## src/bas_pkg.sv

```systemverilog
// Package for the boot address select block: constants, codes and carrier types
package bas_pkg;

  localparam int BAS_FIELD_W = 25;
  localparam int BAS_ADDR_W = 32;
  localparam int BAS_CMD_W = 8;
  localparam int BAS_APB_AW = 12;

  // Option field holds address bits [31:7]
  localparam int BAS_FIELD_SHIFT = BAS_ADDR_W - BAS_FIELD_W;

  localparam logic [31:0] BAS_NS_FLASH_LO = 32'h0800_0000;
  localparam logic [31:0] BAS_NS_FLASH_HI = 32'h080F_FFFF;
  localparam logic [31:0] BAS_S_FLASH_LO = 32'h0C00_0000;
  localparam logic [31:0] BAS_S_FLASH_HI = 32'h0C0F_FFFF;
  localparam logic [31:0] BAS_RSS_ADDR = 32'h0FF8_0000;

  // Protection level codes on the readout_protection_level input
  localparam logic [1:0] BAS_RDP_L0 = 2'h0;
  localparam logic [1:0] BAS_RDP_L05 = 2'h1;
  localparam logic [1:0] BAS_RDP_L1 = 2'h2;
  localparam logic [1:0] BAS_RDP_L2 = 2'h3;

  // Register byte offsets
  localparam logic [11:0] BAS_OFS_STATUS = 12'h000;
  localparam logic [11:0] BAS_OFS_ADDR = 12'h004;
  localparam logic [11:0] BAS_OFS_CTRL = 12'h008;
  localparam logic [11:0] BAS_OFS_ENABLE = 12'h00C;

  // Status and control field positions
  localparam int BAS_ST_VALID = 0;
  localparam int BAS_ST_RSS = 1;
  localparam int BAS_ST_FORCED = 2;
  localparam int BAS_ST_SECEN = 3;
  localparam int BAS_ST_LOCK = 4;
  localparam int BAS_ST_STRAP = 5;
  localparam int BAS_ST_RDP = 8;
  localparam int BAS_CTRL_DBGOFF = 0;

  localparam logic [31:0] BAS_ADDR_RST = 32'h0000_0000;
  localparam logic BAS_DBGOFF_RST = 1'b0;

  typedef enum logic [1:0] {PH_WAIT, PH_EVAL, PH_DONE} bas_phase_t;

  typedef struct packed {
    logic [24:0] nonsecure_boot_addr_field_a;
    logic [24:0] nonsecure_boot_addr_field_b;
    logic [24:0] secure_boot_addr_field;
    logic soft_boot_select_bit;
    logic boot_source_select_bit;
    logic security_extension_enable;
    logic boot_lock_bit;
    logic [1:0] readout_protection_level;
    logic [7:0] root_services_cmd;
  } bas_opt_t;

  typedef struct packed {
    logic [31:0] addr;
    logic valid;
    logic root_services_firmware;
    logic forced;
    logic lvl2;
  } bas_result_t;

  typedef struct packed {
    logic [11:0] paddr;
    logic psel;
    logic penable;
    logic pwrite;
    logic [31:0] pwdata;
  } bas_apb_req_t;

  typedef struct packed {
    logic [31:0] prdata;
    logic pready;
    logic pslverr;
  } bas_apb_rsp_t;

endpackage : bas_pkg

```

## src/bas_boot_select.sv

```systemverilog
// Boot address selection with APB status and control registers
//
// Our own choices: the register addresses and the APB register port.
`timescale 1ns/100ps
`default_nettype none

module bas_boot_select
  import bas_pkg::*;
(
  input wire logic pclk,
  input wire logic presetn,
  input wire logic boot_strap_pin,
  input wire bas_opt_t option_word,
  input wire bas_apb_req_t apb_req,
  output bas_apb_rsp_t apb_rsp,
  output logic [31:0] boot_addr,
  output logic boot_valid,
  output logic boot_rss,
  output logic debug_port_enable,
  output logic sram_boot_enable,
  output logic sysmem_boot_enable
);

  typedef struct packed {
    bas_phase_t phase;
    bas_opt_t opt;
    logic strap;
    bas_result_t res;
    logic dbg_off;
    logic [31:0] rdata;
  } bas_state_t;

  bas_state_t st;
  bas_state_t next_st;

  logic eff_sel;
  logic [31:0] raw_addr;
  logic raw_rss;
  logic in_sec;
  logic in_ns;
  logic lvl_restrict;
  logic setup_ph;
  logic access_ph;
  logic mapped;
  logic [31:0] status_word;
  logic [31:0] enable_word;

  always_comb begin
    // Effective select: 0 means field a / secure field
    eff_sel = st.opt.boot_source_select_bit ? st.strap
                                            : ~st.opt.soft_boot_select_bit;
    raw_rss = 1'b0;
    if (!st.opt.security_extension_enable) begin
      raw_addr = {eff_sel ? st.opt.nonsecure_boot_addr_field_b
                          : st.opt.nonsecure_boot_addr_field_a,
                  {BAS_FIELD_SHIFT{1'b0}}};
    end else if (st.opt.boot_lock_bit) begin
      raw_addr = {st.opt.secure_boot_addr_field, {BAS_FIELD_SHIFT{1'b0}}};
    end else if (eff_sel || (st.opt.root_services_cmd != '0)) begin
      raw_addr = BAS_RSS_ADDR;
      raw_rss = 1'b1;
    end else begin
      raw_addr = {st.opt.secure_boot_addr_field, {BAS_FIELD_SHIFT{1'b0}}};
    end
    in_sec = ((raw_addr >= BAS_S_FLASH_LO) && (raw_addr <= BAS_S_FLASH_HI))
             || (raw_addr == BAS_RSS_ADDR);
    in_ns = (raw_addr >= BAS_NS_FLASH_LO) && (raw_addr <= BAS_NS_FLASH_HI);
    // Level 0 passes everything; without security only level 2 restricts, so level 0.5 acts as level 0
    lvl_restrict = st.opt.security_extension_enable
                   ? (st.opt.readout_protection_level != BAS_RDP_L0)
                   : (st.opt.readout_protection_level == BAS_RDP_L2);
  end

  assign setup_ph = apb_req.psel && !apb_req.penable;
  assign access_ph = apb_req.psel && apb_req.penable;
  assign mapped = (apb_req.paddr == BAS_OFS_STATUS) || (apb_req.paddr == BAS_OFS_ADDR)
                  || (apb_req.paddr == BAS_OFS_CTRL) || (apb_req.paddr == BAS_OFS_ENABLE);

  always_comb begin
    status_word = '0;
    status_word[BAS_ST_VALID] = st.res.valid;
    status_word[BAS_ST_RSS] = st.res.root_services_firmware;
    status_word[BAS_ST_FORCED] = st.res.forced;
    status_word[BAS_ST_SECEN] = st.opt.security_extension_enable;
    status_word[BAS_ST_LOCK] = st.opt.boot_lock_bit;
    status_word[BAS_ST_STRAP] = st.strap;
    status_word[BAS_ST_RDP +: 2] = st.opt.readout_protection_level;
    enable_word = '0;
    enable_word[2:0] = {sysmem_boot_enable, sram_boot_enable, debug_port_enable};
  end

  always_comb begin
    next_st = st;
    unique case (st.phase)
      PH_WAIT: begin
        // First edge after reset release catches pin and options
        next_st.opt = option_word;
        next_st.strap = boot_strap_pin;
        next_st.phase = PH_EVAL;
      end
      PH_EVAL: begin
        next_st.res.valid = 1'b1;
        next_st.res.lvl2 = (st.opt.readout_protection_level == BAS_RDP_L2);
        if (lvl_restrict && st.opt.security_extension_enable && !in_sec) begin
          next_st.res.addr = BAS_RSS_ADDR;
          next_st.res.root_services_firmware = 1'b1;
          next_st.res.forced = 1'b1;
        end else if (lvl_restrict && !st.opt.security_extension_enable && !in_ns) begin
          next_st.res.addr = BAS_NS_FLASH_LO;
          next_st.res.root_services_firmware = 1'b0;
          next_st.res.forced = 1'b1;
        end else begin
          next_st.res.addr = raw_addr;
          next_st.res.root_services_firmware = raw_rss;
          next_st.res.forced = 1'b0;
        end
        next_st.phase = PH_DONE;
      end
      PH_DONE: begin
        // Held until the next reset
        next_st.phase = PH_DONE;
      end
    endcase
    if (setup_ph) begin
      unique case (apb_req.paddr)
        BAS_OFS_STATUS: next_st.rdata = status_word;
        BAS_OFS_ADDR: next_st.rdata = st.res.addr;
        BAS_OFS_CTRL: next_st.rdata = {31'h0000_0000, st.dbg_off};
        BAS_OFS_ENABLE: next_st.rdata = enable_word;
        default: next_st.rdata = '0;
      endcase
    end
    if (access_ph && apb_req.pwrite && (apb_req.paddr == BAS_OFS_CTRL)) begin
      next_st.dbg_off = apb_req.pwdata[BAS_CTRL_DBGOFF];
    end
  end

  always_ff @(posedge pclk or negedge presetn) begin
    if (!presetn) begin
      st <= '{phase: PH_WAIT, opt: '0, strap: 1'b0,
              res: '{addr: BAS_ADDR_RST, valid: 1'b0, root_services_firmware: 1'b0, forced: 1'b0, lvl2: 1'b1},
              dbg_off: BAS_DBGOFF_RST, rdata: '0};
    end else begin
      st <= next_st;
    end
  end

  assign boot_addr = st.res.addr;
  assign boot_valid = st.res.valid;
  assign boot_rss = st.res.root_services_firmware;
  // Until the result is valid everything stays disabled
  assign debug_port_enable = st.res.valid && !st.res.lvl2 && !st.dbg_off;
  assign sram_boot_enable = st.res.valid && !st.res.lvl2;
  assign sysmem_boot_enable = st.res.valid && !st.res.lvl2;

  assign apb_rsp.prdata = st.rdata;
  assign apb_rsp.pready = 1'b1;
  assign apb_rsp.pslverr = access_ph && !mapped;
endmodule : bas_boot_select

`default_nettype wire

```

## config.mk

```make
export PLATFORM = sky130hd
export DESIGN_NAME = bas_boot_select
export DESIGN_NICKNAME = d
export VERILOG_FILES = /design/src/bas_pkg.sv /design/src/bas_boot_select.sv
export SDC_FILE = /design/constraint.sdc
export NUM_CORES = 1
export LEC_CHECK = 0
export BUFFER_PORTS_ARGS = -buffer_cell sky130_fd_sc_hd__buf_4
export CORE_MARGIN = 8
export CORE_UTILIZATION = 56
export CTS_CLUSTER_DIAMETER = 120
export DETAILED_ROUTE_END_ITERATION = 6
export HOLD_SLACK_MARGIN = 0.06
export PLACE_DENSITY = 0.85
export SYNTH_ARGS = -nofsm -noshare
export SYNTH_HDL_FRONTEND = slang
export SYNTH_SLANG_ARGS = --single-unit
```

## constraint.sdc

```tcl
create_clock -name pclk -period 8.5 [get_ports pclk]
set_input_delay 1.7 -clock pclk [delete_from_list [all_inputs] [get_ports pclk]]
set_output_delay 1.7 -clock pclk [all_outputs]
set_load 0.01 [all_outputs]
```

**Word-level counts from Yosys, hierarchy flattened**

Index checks and enable logic that the tools add are counted.

- Bits in registers: 161
- Input bits: 139
- Output and inout bits: 71
- Logic and storage cells: 75

- $lt $le $gt $ge: 4
- Eq/ne operators: 7
- Mux-type cells: 15
- Bitwise operators: 1
- Reduce and logical (&&, ||, !) cells: 30

Operators by type and width:

| cell | count |
|---|---|
| 2-to-1 mux 32 bit | 5 |
| case mux 32 bit (4 select lines) | 1 |
| >= comparator 32 x 28 -> 1 bit, second input constant | 2 |
| <= comparator 32 x 28 -> 1 bit, second input constant | 2 |
| equality test 32 x 28 -> 1 bit, second input constant | 1 |
| 2-to-1 mux 25 bit | 1 |
| equality test 12 x 4 -> 1 bit, second input constant | 2 |
| logical AND 1 bit | 13 |
| equality test 12 x 3 -> 1 bit, second input constant | 1 |
| logical NOT 12 bit | 1 |
| nonzero test 8 bit | 1 |
| logical NOT 1 bit | 7 |
| logical OR 1 bit | 5 |
| 2-to-1 mux 1 bit | 5 |
| equality test 2 bit, second input constant | 2 |
| 2-to-1 mux 2 bit | 2 |
| case mux 2 bit (2 select lines) | 1 |
| equality test 2 x 1 -> 1 bit, second input constant | 1 |
| logical NOT 2 bit | 1 |
| nonzero test 2 bit | 1 |
| OR reduction 2 bit | 1 |
| NOT 1 bit | 1 |

**Depth between registers and ports, before layout**

- Depth in word-level cells: 12
- Mapped depth: 12

**Least setup slack after synthesis**

Ideal clock, no wire load.

- Path type: input to output
- Start: input port apb_req[42] (netlist name)
- End: output port apb_rsp[0] (netlist name)
- Data arrival time: 2.199 ns
- Setup slack: 4.601 ns
- Stages on the path: 2
- Path through: nor4_1 > a31oi_1

RTL lines:

| element | RTL line | source |
|---|---|---|
| from (decl) | bas_boot_select.sv:14 | `input wire bas_apb_req_t apb_req,` |
| to (decl) | bas_boot_select.sv:15 | `output bas_apb_rsp_t apb_rsp,` |

==> metrics.log <==
[metrics] post-synthesis instance area: 7370 um^2
[metrics] number of buffers added for setup after CTS: 0
[metrics] cell chain of the critical path: buf_4 > nor4_1 > a31oi_1 > buf_4
[metrics] Initial Util: 56.6%
[metrics] part of the power in registers: 43.4%
[metrics] final instance area: 8940 um^2
[metrics] detailed-route wire length: 18.8 mm
[metrics] area added between synthesis and finish: 21.3%
[metrics] clock sinks: 153
[metrics] accumulated negative setup slack: 0 ns
[metrics] total power: 1.82 mW
[metrics] Arr. time, crit path: 2.57 ns
[metrics] unrepaired setup endpoints after global routing: false
[metrics] TritonCTS clock tree: done
[metrics] number of port buffers: 169
[metrics] final estimated routing congestion in global placement: 0.893
[metrics] count of different cell masters after synthesis: 58
[metrics] placement-stage cell area: 8270 um^2
[metrics] count of cells resized by post-cts repair: 0
[metrics] total clock buffers created by CTS: 17
[metrics] classification of the worst setup path: in2out
[metrics] maxcap violations: 0
[metrics] combinational power share: 9.7%
[metrics] leftover overflow at the end of global routing: 0
[metrics] fraction of final layout cells sized beyond drive strength 1: 38.8%
[metrics] maximum single-stage delay on the critical path: 0.44 ns
[metrics] Initial DRC Count: 601
[metrics] cells taking the most area after synthesis: sky130_fd_sc_hd__dfrtp_1 52%, sky130_fd_sc_hd__mux2_2 13%, sky130_fd_sc_hd__buf_4 6.7%
[metrics] Net count, final: 902
[metrics] drc violations: 0
[metrics] largest net degree at the start of global routing: 101
[metrics] core box area: 13000 um^2
[metrics] die span in x: 131 um
[metrics] top fanout value on the critical path: 2
[metrics] number of synthesized register bits: 153
[metrics] HP Class: reg2reg
[metrics] minimum setup slack in the final design: 4.23 ns
[metrics] count of pins over their slew limit: 0
[metrics] achievable frequency: 0.234 GHz
[metrics] fraction of registers with async set or reset after synthesis: 100%
[metrics] wire length of the first global-routing pass: 29.7 mm
[metrics] switching power: 0.401 mW
[metrics] Die Y-Extent: 131 um
[metrics] root buffer cell: sky130_fd_sc_hd__clkbuf_16
[metrics] Max Root-Sink Buffers: 2
[metrics] cell count after synthesis: 665
[metrics] min Tclk post-route: 4.27 ns
[metrics] cell with the biggest individual delay on the critical path: sky130_fd_sc_hd__nor4_1
[metrics] dominant register cell in the synthesized netlist: sky130_fd_sc_hd__dfrtp_1
[metrics] Global Route Usage Sum: 22.5%
[metrics] Least-Margin Pin Slew: 1.25 ns
[metrics] Worst-Skew Late Latency: 0.42 ns
[metrics] number of hold buffers added after CTS: 0
[metrics] Internal Pwr Total: 1.42 mW
[metrics] Tcrit/Tclk final: 50.3%
[metrics] most frequent cell on the critical path: sky130_fd_sc_hd__buf_4
[metrics] total iterations of the first detailed-routing run: 6
[metrics] Setup Skew: 0.0118 ns
[metrics] via count normalized by instance count: 5.81
[metrics] Seq/Total Area, Yosys: 51.9%
[metrics] number of top-level pins: 210
[metrics] placed wire-length estimate after detailed placement: 13.6 mm
[metrics] clk slew on worst S/H paths: 0.06 ns
[metrics] average cell area after synthesis: 11.1 um^2
[metrics] number of warning messages in the yosys log: 0
[metrics] die outline area: 17100 um^2
[metrics] switching part of the total power: 22.0%
[metrics] H-tree level count: 4
[metrics] ant diodes: 0
[metrics] static power due to leakage: 4.06 nW
[metrics] worst vdd ir: 0.000141 V
[metrics] data required time at the worst endpoint: 6.80 ns
[metrics] sort of element at the start of the critical path: input pin
[metrics] routed length per placed instance: 19.8 um
[metrics] number of setup violations in the final report: 0
[metrics] Yosys top cell by area: sky130_fd_sc_hd__dfrtp_1
[metrics] cell with the most instances after synthesis: sky130_fd_sc_hd__dfrtp_1
[metrics] number of global-route vias before repair: 5556
[metrics] number of antenna violations at the first check in global routing: 0
[metrics] outcome: finished clean
[metrics] number of hold violations in the final report: 0
[metrics] total power per unit cell area: 204 nW/um^2
[metrics] proportion of power drawn by the clock network: 46.9%
[metrics] overall via count from detail_route: 5523
[metrics] num rows: 42
[metrics] number of flops mapped to enable cells by yosys: 0
[metrics] endpoint type of the worst setup path: output pin
[metrics] worst-case hold slack: 0.479 ns
[metrics] portion of synthesized cell area occupied by the leading cell type: 51.6%
[metrics] worst slew slack as a fraction of its limit: 16.5%
[metrics] Antenna Violating Nets Remaining: 0
[metrics] post-placement worst setup slack: 4.23 ns
[metrics] leading post-synthesis cells by instance count: 152 x sky130_fd_sc_hd__dfrtp_1, 83 x sky130_fd_sc_hd__mux2_2, 66 x sky130_fd_sc_hd__buf_4, 53 x sky130_fd_sc_hd__nand2_1, 31 x sky130_fd_sc_hd__inv_1
-- cell type report --
class                   instances  area (um^2)
clock buffers                  24          482
clock inverters                 8          190
fillers                       955         4090
inverters                      32          120
multi-input cells             381         2780
flip-flops and latches        153         3830
well taps                     176          220
repair buffers                176         1330
-- power by group through the flow --
stage	Combinational, mW	Clock, mW	Sequential (mW)
CTS	0.177	0.867	0.790
floorplan	0.104	0	0.791
global placement	0.170	0	0.800
finish	0.178	0.854	0.791
detailed placement	0.175	0	0.802
global route	0.193	0.901	0.795
-- placed cells by master (no fill, tap or decap), types with 6 or more instances in the layout --
cell,count
sky130_fd_sc_hd__buf_4,175
sky130_fd_sc_hd__mux2i_1,9
sky130_fd_sc_hd__nand2_1,53
sky130_fd_sc_hd__o32ai_1,7
sky130_fd_sc_hd__conb_1,9
sky130_fd_sc_hd__dfrtp_1,152
sky130_fd_sc_hd__nor4_1,14
sky130_fd_sc_hd__bufinv_16,6
sky130_fd_sc_hd__clkbuf_16,17
sky130_fd_sc_hd__nor2_1,16
sky130_fd_sc_hd__o22ai_1,15
sky130_fd_sc_hd__o211ai_1,8
sky130_fd_sc_hd__o21ai_0,29
sky130_fd_sc_hd__a31oi_1,10
sky130_fd_sc_hd__nand3_1,18
sky130_fd_sc_hd__inv_1,31
sky130_fd_sc_hd__a21oi_1,19
sky130_fd_sc_hd__a22o_1,23
sky130_fd_sc_hd__mux2_2,83
-- worst paths after layout --
kind	depth (start not counted)	endpoint	startpoint	slack (ns)
setup reg to reg	8	boot_addr[14]	st[82]	4.62
hold / removal	2	apb_rsp[5]	apb_rsp[5]	0.48
setup / recovery	4	apb_rsp[0]	apb_req[36]	4.23
min in group asynchronous	1	st[74]	presetn	1.34
max in group asynchronous	2	st[94]	presetn	5.82
hold reg to reg	2	apb_rsp[5]	apb_rsp[5]	0.48
-- cell families after synthesis --
group | Yosys count | synth area share [%]
flip-flops | 153 | 51.9
AO/OA/AOI/OAI | 144 | 13.8
buffers and inverters | 138 | 10.9
AND/OR/NAND/NOR | 134 | 8.99
multiplexers | 92 | 13.9
adder cells (fa/ha/maj) | 2 | 0.339
other | 2 | 0.102
-- registers in the layout (all words and copies together) (netlist names) --
register,cells
st,95
boot_addr,25
boot_valid,1
apb_rsp,31
boot_rss,1
-- worst max-delay path: cells and delay by family --
kind            cells  cell delay, ns
compound gates      1            0.15
buf+inv             2            0.28
simple gates        1            0.44
-- layer usage --
metal	GRT usage, %	wire, um	up-vias
met5	0	0	-
li1	-	-	2512
met1	30.2	7940	2685
met3	5.48	1470	40
met4	8.71	436	0
met2	34.7	8960	286
-- per-stage QoR --
stage / utilization (%) / instances
after floorplan: - / 672
after global placement: 63.5 / 918
after detailed placement: 63.5 / 918
after CTS: 68.6 / 950
after global routing: 68.6 / 950
final: 68.6 / 950
Power figures use the tool's default switching activity.
